`config.mk`:
```
export PLATFORM = sky130hd
export DESIGN_NAME = afd_ramp_limits
export DESIGN_NICKNAME = d
export VERILOG_FILES = /design/src/rtl/afd_pkg.sv /design/src/rtl/afd_ramp_limits.sv
export SDC_FILE = /design/constraint.sdc
export NUM_CORES = 2
export LEC_CHECK = 0
export ABC_AREA = 1
export BUFFER_PORTS_ARGS = -buffer_cell sky130_fd_sc_hd__buf_2
export CAP_MARGIN = 40
export CORE_MARGIN = 8
export CORE_UTILIZATION = 60
export CTS_CLUSTER_DIAMETER = 150
export CTS_CLUSTER_SIZE = 14
export DETAILED_ROUTE_END_ITERATION = 12
export GPL_ROUTABILITY_DRIVEN = 0
export PLACE_DENSITY = 0.89
export SYNTH_ARGS = -nofsm -noshare
export SYNTH_HDL_FRONTEND = slang
export SYNTH_SLANG_ARGS = --single-unit
export TNS_END_PERCENT = 30
```
`constraint.sdc`:
```
create_clock -name clk -period 67.6 [get_ports clk]
set_input_delay 10.14 -clock clk [delete_from_list [all_inputs] [get_ports clk]]
set_output_delay 10.14 -clock clk [all_outputs]
set_load 0.05 [all_outputs]
```
`src/rtl/afd_pkg.sv`:
```
// Constants, field layout and carrier types for the auto fan duty ramp block
package afd_pkg;

   // Clock and ramp timebase
   localparam int CLK_HZ       = 40_000_000;
   localparam int TICK_MS      = 1;
   localparam int TICK_CYCLES  = CLK_HZ / 1000 * TICK_MS;

   // APB address width; each register index sits at byte address index*4
   localparam int ADDR_W       = 12;

   // Register indices
   localparam logic [7:0] IDX_RAMP1   = 8'h62;
   localparam logic [7:0] IDX_RAMP23  = 8'h63;
   localparam logic [7:0] IDX_MIN1    = 8'h64;
   localparam logic [7:0] IDX_MIN2    = 8'h65;
   localparam logic [7:0] IDX_MIN3    = 8'h66;
   localparam logic [7:0] IDX_LOW1    = 8'h67;
   localparam logic [7:0] IDX_LOW2    = 8'h68;
   localparam logic [7:0] IDX_LOW3    = 8'h69;
   localparam logic [7:0] IDX_LOCK    = 8'h80;
   localparam logic [7:0] IDX_RANGE12 = 8'h81;
   localparam logic [7:0] IDX_RANGE3  = 8'h82;
   localparam logic [7:0] IDX_DUTY1   = 8'h83;
   localparam logic [7:0] IDX_DUTY2   = 8'h84;
   localparam logic [7:0] IDX_DUTY3   = 8'h85;

   // Field positions
   localparam int RAMP1_EN_BIT  = 3;
   localparam int RAMP1_SEL_LSB = 0;
   localparam int RAMP2_EN_BIT  = 7;
   localparam int RAMP2_SEL_LSB = 4;
   localparam int RAMP3_EN_BIT  = 3;
   localparam int RAMP3_SEL_LSB = 0;
   localparam int RANGE_A_LSB   = 0;
   localparam int RANGE_B_LSB   = 4;
   localparam int LOCK_BIT      = 0;
   localparam logic [7:0] RESERVED_READ_ONE_MASK = 8'hE0;

   // Reset values
   localparam logic [3:0] RAMP1_RST  = 4'h0;
   localparam logic [7:0] RAMP23_RST = 8'h00;
   localparam logic [7:0] MIN_RST    = 8'h80;
   localparam logic [7:0] LOW_RST    = 8'h80;
   localparam logic [3:0] RANGE_RST  = 4'hC;

   localparam logic [7:0] DUTY_FULL  = 8'hFF;
   localparam logic [7:0] DUTY_OFF   = 8'h00;

   // Milliseconds per one-step change of duty, by interval code
   localparam logic [7:0] STEP_MS [8] = '{8'd206, 8'd104, 8'd69, 8'd41,
                                          8'd26, 8'd18, 8'd10, 8'd5};

   // Temperature range in whole degrees, fractions rounded up
   localparam logic [6:0] RANGE_DEG [16] = '{7'd2, 7'd3, 7'd4, 7'd4,
                                             7'd5, 7'd7, 7'd8, 7'd10,
                                             7'd14, 7'd16, 7'd20, 7'd27,
                                             7'd32, 7'd40, 7'd54, 7'd80};

   // One temperature reading with its strobe
   typedef struct packed {
      logic [7:0] temp;
      logic       valid;
   } afd_temp_in_t;

endpackage

```
`src/rtl/afd_ramp_limits.sv`:
```
// Auto fan duty: minimum duty, low limits, target calculation, ramp limiter
// What this block does
// Lock bit makes ramp, minimum duty and low-limit registers ignore writes.
// Top three bits of the first ramp register read one, writes ignored.
// A new target duty is computed for every temperature reading.
// Ramp disabled: output duty jumps straight to each new target.
// Ramp enabled: output duty moves gradually toward target, never jumps.
// Ramp moves duty one 1/255 step per programmed interval.
// Ramp enables: ch1 bit 3 of first, ch2 bit 7, ch3 bit 3 of second.
// Channel one interval code is bits 2..0 of the first ramp register.
// Ch2 interval bits 6..4, ch3 bits 2..0 of the second ramp register.
// Interval codes 0..7 mean 206,104,69,41,26,18,10,5 ms per step.
// At the zone low limit the channel outputs its minimum duty.
// Minimum duty is a fraction of 255, 00h off to FFh full.
// Temperature equal to the low limit switches the fan on.
// Above the low limit duty rises per the zone range setting.
// Low limits are signed two's-complement degrees Celsius.
// Low limits return to default when main supply good asserts.
// Zones use remote diode one, ambient, remote diode two readings.
// Between limit and limit plus range duty rises linearly to full.
// Above limit plus range the target duty is full scale.
// Ramp holds duty at target and resumes stepping if target moves.
// Low-limit reset value is 80h.
//
// Our own choice: the APB interface to the registers.
`timescale 1ns/1ps

module afd_ramp_limits #(
   parameter int TICK_CYCLES = afd_pkg::TICK_CYCLES // Clocks per ms tick
) (
   input  wire logic                         clk,            // 40 MHz clock
   input  wire logic                         nrst,           // Sync reset
   input  wire logic                         psel,           // APB select
   input  wire logic                         penable,        // APB enable
   input  wire logic                         pwrite,         // APB write
   input  wire logic [afd_pkg::ADDR_W-1:0]   paddr,          // APB address
   input  wire logic [31:0]                  pwdata,         // APB wdata
   output logic      [31:0]                  prdata,         // APB rdata
   output logic                              pready,         // APB ready
   output logic                              pslverr,        // APB error
   input  wire afd_pkg::afd_temp_in_t [2:0]  tempIn,         // Zone readings
   input  wire logic                         mainSupplyGood, // Supply good
   output logic      [2:0][7:0]              duty            // PWM duties
);
   import afd_pkg::*;

   logic [3:0]      ramp1Reg;
   logic [7:0]      ramp23Reg;
   logic [2:0][7:0] minReg;
   logic [2:0][7:0] lowReg;
   logic [2:0][3:0] rangeReg;
   logic            lockReg;
   logic            supplyPrevReg;
   logic [2:0][7:0] targetReg;
   logic [2:0][7:0] dutyReg;
   logic [2:0][7:0] stepCntReg;
   logic [15:0]     msCntReg;
   logic            msTickReg;
   logic            preadyReg;
   logic            pslverrReg;
   logic [31:0]     prdataReg;

   // Bus decode
   // Index bits above the byte index must be zero, or the map would alias
   wire [7:0] idx      = paddr[9:2];
   wire       aligned  = paddr[1:0] == 2'b00
                         && paddr[ADDR_W-1:10] == '0;
   wire       setup    = psel && !penable && !preadyReg;
   wire       wrEn     = psel && penable && preadyReg && pwrite;
   wire       wrOpen   = wrEn && !lockReg;
   wire [7:0] wbyte    = pwdata[7:0];
   wire       hitRamp1 = aligned && idx == IDX_RAMP1;
   wire       hitRamp2 = aligned && idx == IDX_RAMP23;
   wire       hitMin1  = aligned && idx == IDX_MIN1;
   wire       hitMin2  = aligned && idx == IDX_MIN2;
   wire       hitMin3  = aligned && idx == IDX_MIN3;
   wire       hitLow1  = aligned && idx == IDX_LOW1;
   wire       hitLow2  = aligned && idx == IDX_LOW2;
   wire       hitLow3  = aligned && idx == IDX_LOW3;
   wire       hitLock  = aligned && idx == IDX_LOCK;
   wire       hitRngA  = aligned && idx == IDX_RANGE12;
   wire       hitRngB  = aligned && idx == IDX_RANGE3;
   wire       hitDuty1 = aligned && idx == IDX_DUTY1;
   wire       hitDuty2 = aligned && idx == IDX_DUTY2;
   wire       hitDuty3 = aligned && idx == IDX_DUTY3;
   wire [2:0] hitMin   = {hitMin3, hitMin2, hitMin1};
   wire [2:0] hitLow   = {hitLow3, hitLow2, hitLow1};
   wire       mapped   = hitRamp1 || hitRamp2 || (|hitMin) || (|hitLow)
                         || hitLock || hitRngA || hitRngB
                         || hitDuty1 || hitDuty2 || hitDuty3;
   wire       supplyRise = mainSupplyGood && !supplyPrevReg;

   // Read selection; unmapped reads return zero with an error
   wire [7:0] rdByte =
      hitRamp1 ? (RESERVED_READ_ONE_MASK | {4'h0, ramp1Reg}) :
      hitRamp2 ? ramp23Reg :
      hitMin1  ? minReg[0] :
      hitMin2  ? minReg[1] :
      hitMin3  ? minReg[2] :
      hitLow1  ? lowReg[0] :
      hitLow2  ? lowReg[1] :
      hitLow3  ? lowReg[2] :
      hitLock  ? {7'h00, lockReg} :
      hitRngA  ? {rangeReg[1], rangeReg[0]} :
      hitRngB  ? {4'h0, rangeReg[2]} :
      hitDuty1 ? dutyReg[0] :
      hitDuty2 ? dutyReg[1] :
      hitDuty3 ? dutyReg[2] : 8'h00;

   // Channel field extraction
   wire [2:0]      rampEn;
   wire [2:0][2:0] rampSel;
   assign rampEn[0]  = ramp1Reg[RAMP1_EN_BIT];
   assign rampEn[1]  = ramp23Reg[RAMP2_EN_BIT];
   assign rampEn[2]  = ramp23Reg[RAMP3_EN_BIT];
   assign rampSel[0] = ramp1Reg[RAMP1_SEL_LSB +: 3];
   assign rampSel[1] = ramp23Reg[RAMP2_SEL_LSB +: 3];
   assign rampSel[2] = ramp23Reg[RAMP3_SEL_LSB +: 3];

   // Zero-wait slave: ready rises in the first access cycle
   always_ff @(posedge clk) begin
      if (!nrst) begin
         preadyReg  <= 1'b0;
         pslverrReg <= 1'b0;
         prdataReg  <= 32'h0000_0000;
      end else begin
         preadyReg  <= setup;
         pslverrReg <= setup && !mapped;
         prdataReg  <= setup && !pwrite ? {24'h00_0000, rdByte} : prdataReg;
      end
   end

   // Ramp and range settings; reserved bit 4 of ramp1 is not stored
   always_ff @(posedge clk) begin
      if (!nrst) begin
         ramp1Reg  <= RAMP1_RST;
         ramp23Reg <= RAMP23_RST;
         rangeReg  <= {3{RANGE_RST}};
         lockReg   <= 1'b0;
      end else begin
         if (wrOpen && hitRamp1)
            ramp1Reg <= wbyte[3:0];
         if (wrOpen && hitRamp2)
            ramp23Reg <= wbyte;
         if (wrOpen && hitRngA)
            rangeReg[1:0] <= {wbyte[RANGE_B_LSB +: 4], wbyte[RANGE_A_LSB +: 4]};
         if (wrOpen && hitRngB)
            rangeReg[2] <= wbyte[RANGE_A_LSB +: 4];
         // Lock is set-once; only reset releases it
         if (wrEn && hitLock && wbyte[LOCK_BIT])
            lockReg <= 1'b1;
      end
   end

   // Common millisecond tick
   always_ff @(posedge clk) begin
      if (!nrst) begin
         msCntReg      <= 16'h0000;
         msTickReg     <= 1'b0;
         supplyPrevReg <= 1'b0;
      end else begin
         msTickReg     <= msCntReg == 16'(TICK_CYCLES - 1);
         msCntReg      <= msCntReg == 16'(TICK_CYCLES - 1) ? 16'h0000
                                                           : msCntReg + 16'h0001;
         supplyPrevReg <= mainSupplyGood;
      end
   end

   // Per channel: tempIn[0] remote diode 1, [1] ambient, [2] remote diode 2
   wire [2:0][7:0] calcDuty;
   wire [2:0]      stepDue;
   genvar ch;
   generate
      for (ch = 0; ch < 3; ch++) begin : g_ch
         wire signed [8:0] diff =
            $signed({tempIn[ch].temp[7], tempIn[ch].temp})
            - $signed({lowReg[ch][7], lowReg[ch]});
         wire [7:0]  span    = DUTY_FULL - minReg[ch];
         wire [6:0]  rng     = RANGE_DEG[rangeReg[ch]];
         wire [15:0] prod    = span * diff[7:0];
         wire [15:0] quot    = prod / {9'h000, rng};
         wire [7:0]  linear  = minReg[ch] + quot[7:0];
         wire        below   = diff < 0;
         wire        atLimit = diff == 0;
         wire        over    = diff >= $signed({2'b00, rng});
         wire [7:0]  stepLen = STEP_MS[rampSel[ch]];

         assign calcDuty[ch] = below   ? DUTY_OFF :
                               atLimit ? minReg[ch] :
                               over    ? DUTY_FULL : linear;
         assign stepDue[ch]  = msTickReg
                               && stepCntReg[ch] >= stepLen - 8'd1;

         wire up   = dutyReg[ch] < targetReg[ch];
         wire down = dutyReg[ch] > targetReg[ch];
         wire [7:0] dutyNext =
            !rampEn[ch]          ? targetReg[ch] :
            stepDue[ch] && up    ? dutyReg[ch] + 8'd1 :
            stepDue[ch] && down  ? dutyReg[ch] - 8'd1 :
                                   dutyReg[ch];

         always_ff @(posedge clk) begin
            if (!nrst) begin
               minReg[ch]     <= MIN_RST;
               lowReg[ch]     <= LOW_RST;
               targetReg[ch]  <= DUTY_OFF;
               dutyReg[ch]    <= DUTY_OFF;
               stepCntReg[ch] <= 8'h00;
            end else begin
               if (wrOpen && hitMin[ch])
                  minReg[ch] <= wbyte;
               if (supplyRise)
                  lowReg[ch] <= LOW_RST;
               else if (wrOpen && hitLow[ch])
                  lowReg[ch] <= wbyte;
               if (tempIn[ch].valid)
                  targetReg[ch] <= calcDuty[ch];
               dutyReg[ch] <= dutyNext;
               if (stepDue[ch])
                  stepCntReg[ch] <= 8'h00;
               else if (msTickReg)
                  stepCntReg[ch] <= stepCntReg[ch] + 8'd1;
            end
         end
      end
   endgenerate

   assign prdata  = prdataReg;
   assign pready  = preadyReg;
   assign pslverr = pslverrReg;
   assign duty    = dutyReg;
endmodule

```
==> results.cfg <==
[routing]
first_pass_iters = 7
first_iter_violations = 2460
drtAntennaViolNets = 0
drt_drc_violations_left = 0
vias = 34000
drt-wirelength-per-cell_um = 15.1
viasPerCell = 5.71
routed_wirelength_mm = 90.1

[finish]
layout.nets = 5913
drive_above_1_share_pct = 7.75
postLayoutCoreUtil_pct = 63.5
syn2layout_area_growth_pct = 4.82

[sta]
setup_tns_ns = 0
skew_ns = 0.0101
rsz0062_at_grt = no
period_needed_ns = 46.85
hold_viol_final = 0
finalCritPeriodShare_pct = 69.3
drv_slew = 0
slew-limit-headroom_pct = 37.6
worst_slew_pin_slew_ns = 0.928
max_clock_freq_mhz = 21.3
setup_viol = 0
holdWs_ns = 0.449

[logic_synthesis]
yosys_warnings = 0
asyncSetResetFlopFracSynth_pct = 0
ys_ff_latch = 173
syn_area_sq_um = 34100
synth_edf_count = 0
yosysSeqAreaShare_pct = 10.2
synth_flop_cell = dfxtp_1
synthCells = 5139
synth_commonest_cells = 991 x nand2_1, 790 x inv_1, 544 x ha_1
synthTopCellsByArea = ha_1 20%, nand2_1 11%, dfxtp_1 10%, inv_1 8.7%, fa_1 6.9%
yosys.area.top_type = ha_1
yosysMostFrequentCell = nand2_1
synth_top_area_share_pct = 20.0
synth.distinct_cells = 72
syn_area_per_cell_sq_um = 6.64

[critical_path]
worst-path-stages = 225
critical-path-max-stage-delay_ns = 0.68
critPathTopFamily = compound AO/OA/AOI/OAI gates
worstSetupPathType = in -> reg
r2r_slack_ns = 30.14
arrival_ns = 47.21
crit_buf_inv = 35
cp-start-kind = input port
required_ns = 67.96
reg2regPathDepth = 225
endpoint_kind = flop
cpMostUsedCell = nand2_1
crit_fanout = 17
r2r_end = targetReg[15]$_SDFFE_PN0P_
cp_slowest_cell = xnor2_1
r2r_start = lowReg[10]$_SDFFE_PP0P_

[clock_tree]
post_cts_buffers = 0
cts_tree = done
cts_root_buf = clkbuf_16
cts_inserted_buffers = 17
cts-resized-gates = 0
clock_path_buffers = 2
cts-htree-levels = 4
hold_buffers = 0
clkLatencyLatePin_ns = 0.44
clock-sinks = 173
path_clk_slew_ns = 0.07

[grt]
grt_usage_pct = 27.3
grt_pass1_vias = 32500
overflow = 0
antenna_found_initial = 13
grt_max_degree = 66
grt_pass1_wl_mm = 150

[floorplan]
num_rows = 87
die_area_sq_um = 64700
core_area_sq_um = 56300
die_height_um = 254
start_util_pct = 60.6
die_w_um = 254
io_pins = 135

[placement]
dpl.hpwl_mm = 73.1
io_buffers = 86

[run]
cap_violations = 0

[hold_path]
hold_path.class = reg -> reg
min_path_cells = 1
hold_path_end = msCntReg[0]$_SDFF_PP0_
min_from = msCntReg[0]$_SDFF_PP0_

[status]
outcome = complete, no violations
cells by family (layout without fill, tap and decap cells):
kind of cell / count (synthesis) / count (layout) / synth area share [%]
AND/OR/NAND/NOR: 2143 / 2143 / 28.7
AO/OA/AOI/OAI: 951 / 951 / 16.6
buffers and inverters: 951 / 977 / 11.1
adder cells (fa/ha/maj): 661 / 661 / 26.8
XOR/XNOR: 257 / 257 / 6.60
flip-flops: 173 / 173 / 10.2
multiplexers: 2 / 2 / 0.0587
other: 1 / 31 / 0.0110
cells in the final DEF (no fill, tap or decap), types with 17 or more instances in the layout:
cell type,instances
a21o_1,55
clkbuf_16,17
buf_2,87
nand3_1,248
dfxtp_1,173
nor2_4,19
nand3_2,40
inv_1,789
xnor2_1,97
nand2_1,991
or2_2,37
o221ai_1,19
o21bai_1,44
nor2_1,515
o21ai_1,47
nor2_2,23
conb_1,24
o211ai_1,32
o21a_1,37
inv_2,33
nand3b_1,19
fa_1,117
xor2_1,160
a21oi_1,284
nand4_1,67
a31oi_1,30
a211oi_1,17
o21ai_0,289
nor3_1,40
ha_1,544
nand2_2,60
flip-flops by register name, indices dropped and copies added (netlist names), 8 cells and up:
name and count:
duty 24, lowReg 24, minReg 24, stepCntReg 24, targetReg 24, msCntReg 16
rangeReg 12, prdata 8, ramp23Reg 8
through the flow:
step	instances	worst slack, ns	cell area, sq um
finish	5951	20.75	35700
CTS	5944	21.15	35700
global placement	5907	22.07	35100
floorplan	5162	25.90	34200
global route	5947	16.87	35700
detailed placement	5912	20.85	35100
final cells by class:
| class | instances | area, sq um |
|---|---|---|
| well taps | 756 | 946 |
| clock buffers | 20 | 467 |
| diodes | 7 | 17.5 |
| repair buffers | 107 | 616 |
| fillers | 4874 | 20500 |
| clock inverters | 12 | 135 |
| multi-input cells | 4038 | 27000 |
| inverters | 838 | 3150 |
| flip-flops and latches | 173 | 3460 |
worst max-delay path by stage:
stage / start / endpoint
2_1_floorplan: tempIn[12] / targetReg[14]$_SDFFE_PN0P_
6_report: tempIn[12] / targetReg[15]$_SDFFE_PN0P_
4_1_cts: tempIn[12] / targetReg[15]$_SDFFE_PN0P_
3_3_place_gp: tempIn[3] / targetReg[7]$_SDFFE_PN0P_
5_1_grt: tempIn[3] / targetReg[7]$_SDFFE_PN0P_
3_5_place_dp: tempIn[12] / targetReg[15]$_SDFFE_PN0P_
per-layer routing:
layer,vias to the layer above,part of all wire [%],GRT usage [%]
li1,16900,-,-
met1,15500,40,32.0
met2,1153,46,47.5
met3,317,7.4,4.65
met4,8,5.8,14.4
met5,-,0.053,0
Power is not shown: default switching activity piles up to over one toggle a cycle in this logic, so the estimate is an artifact.
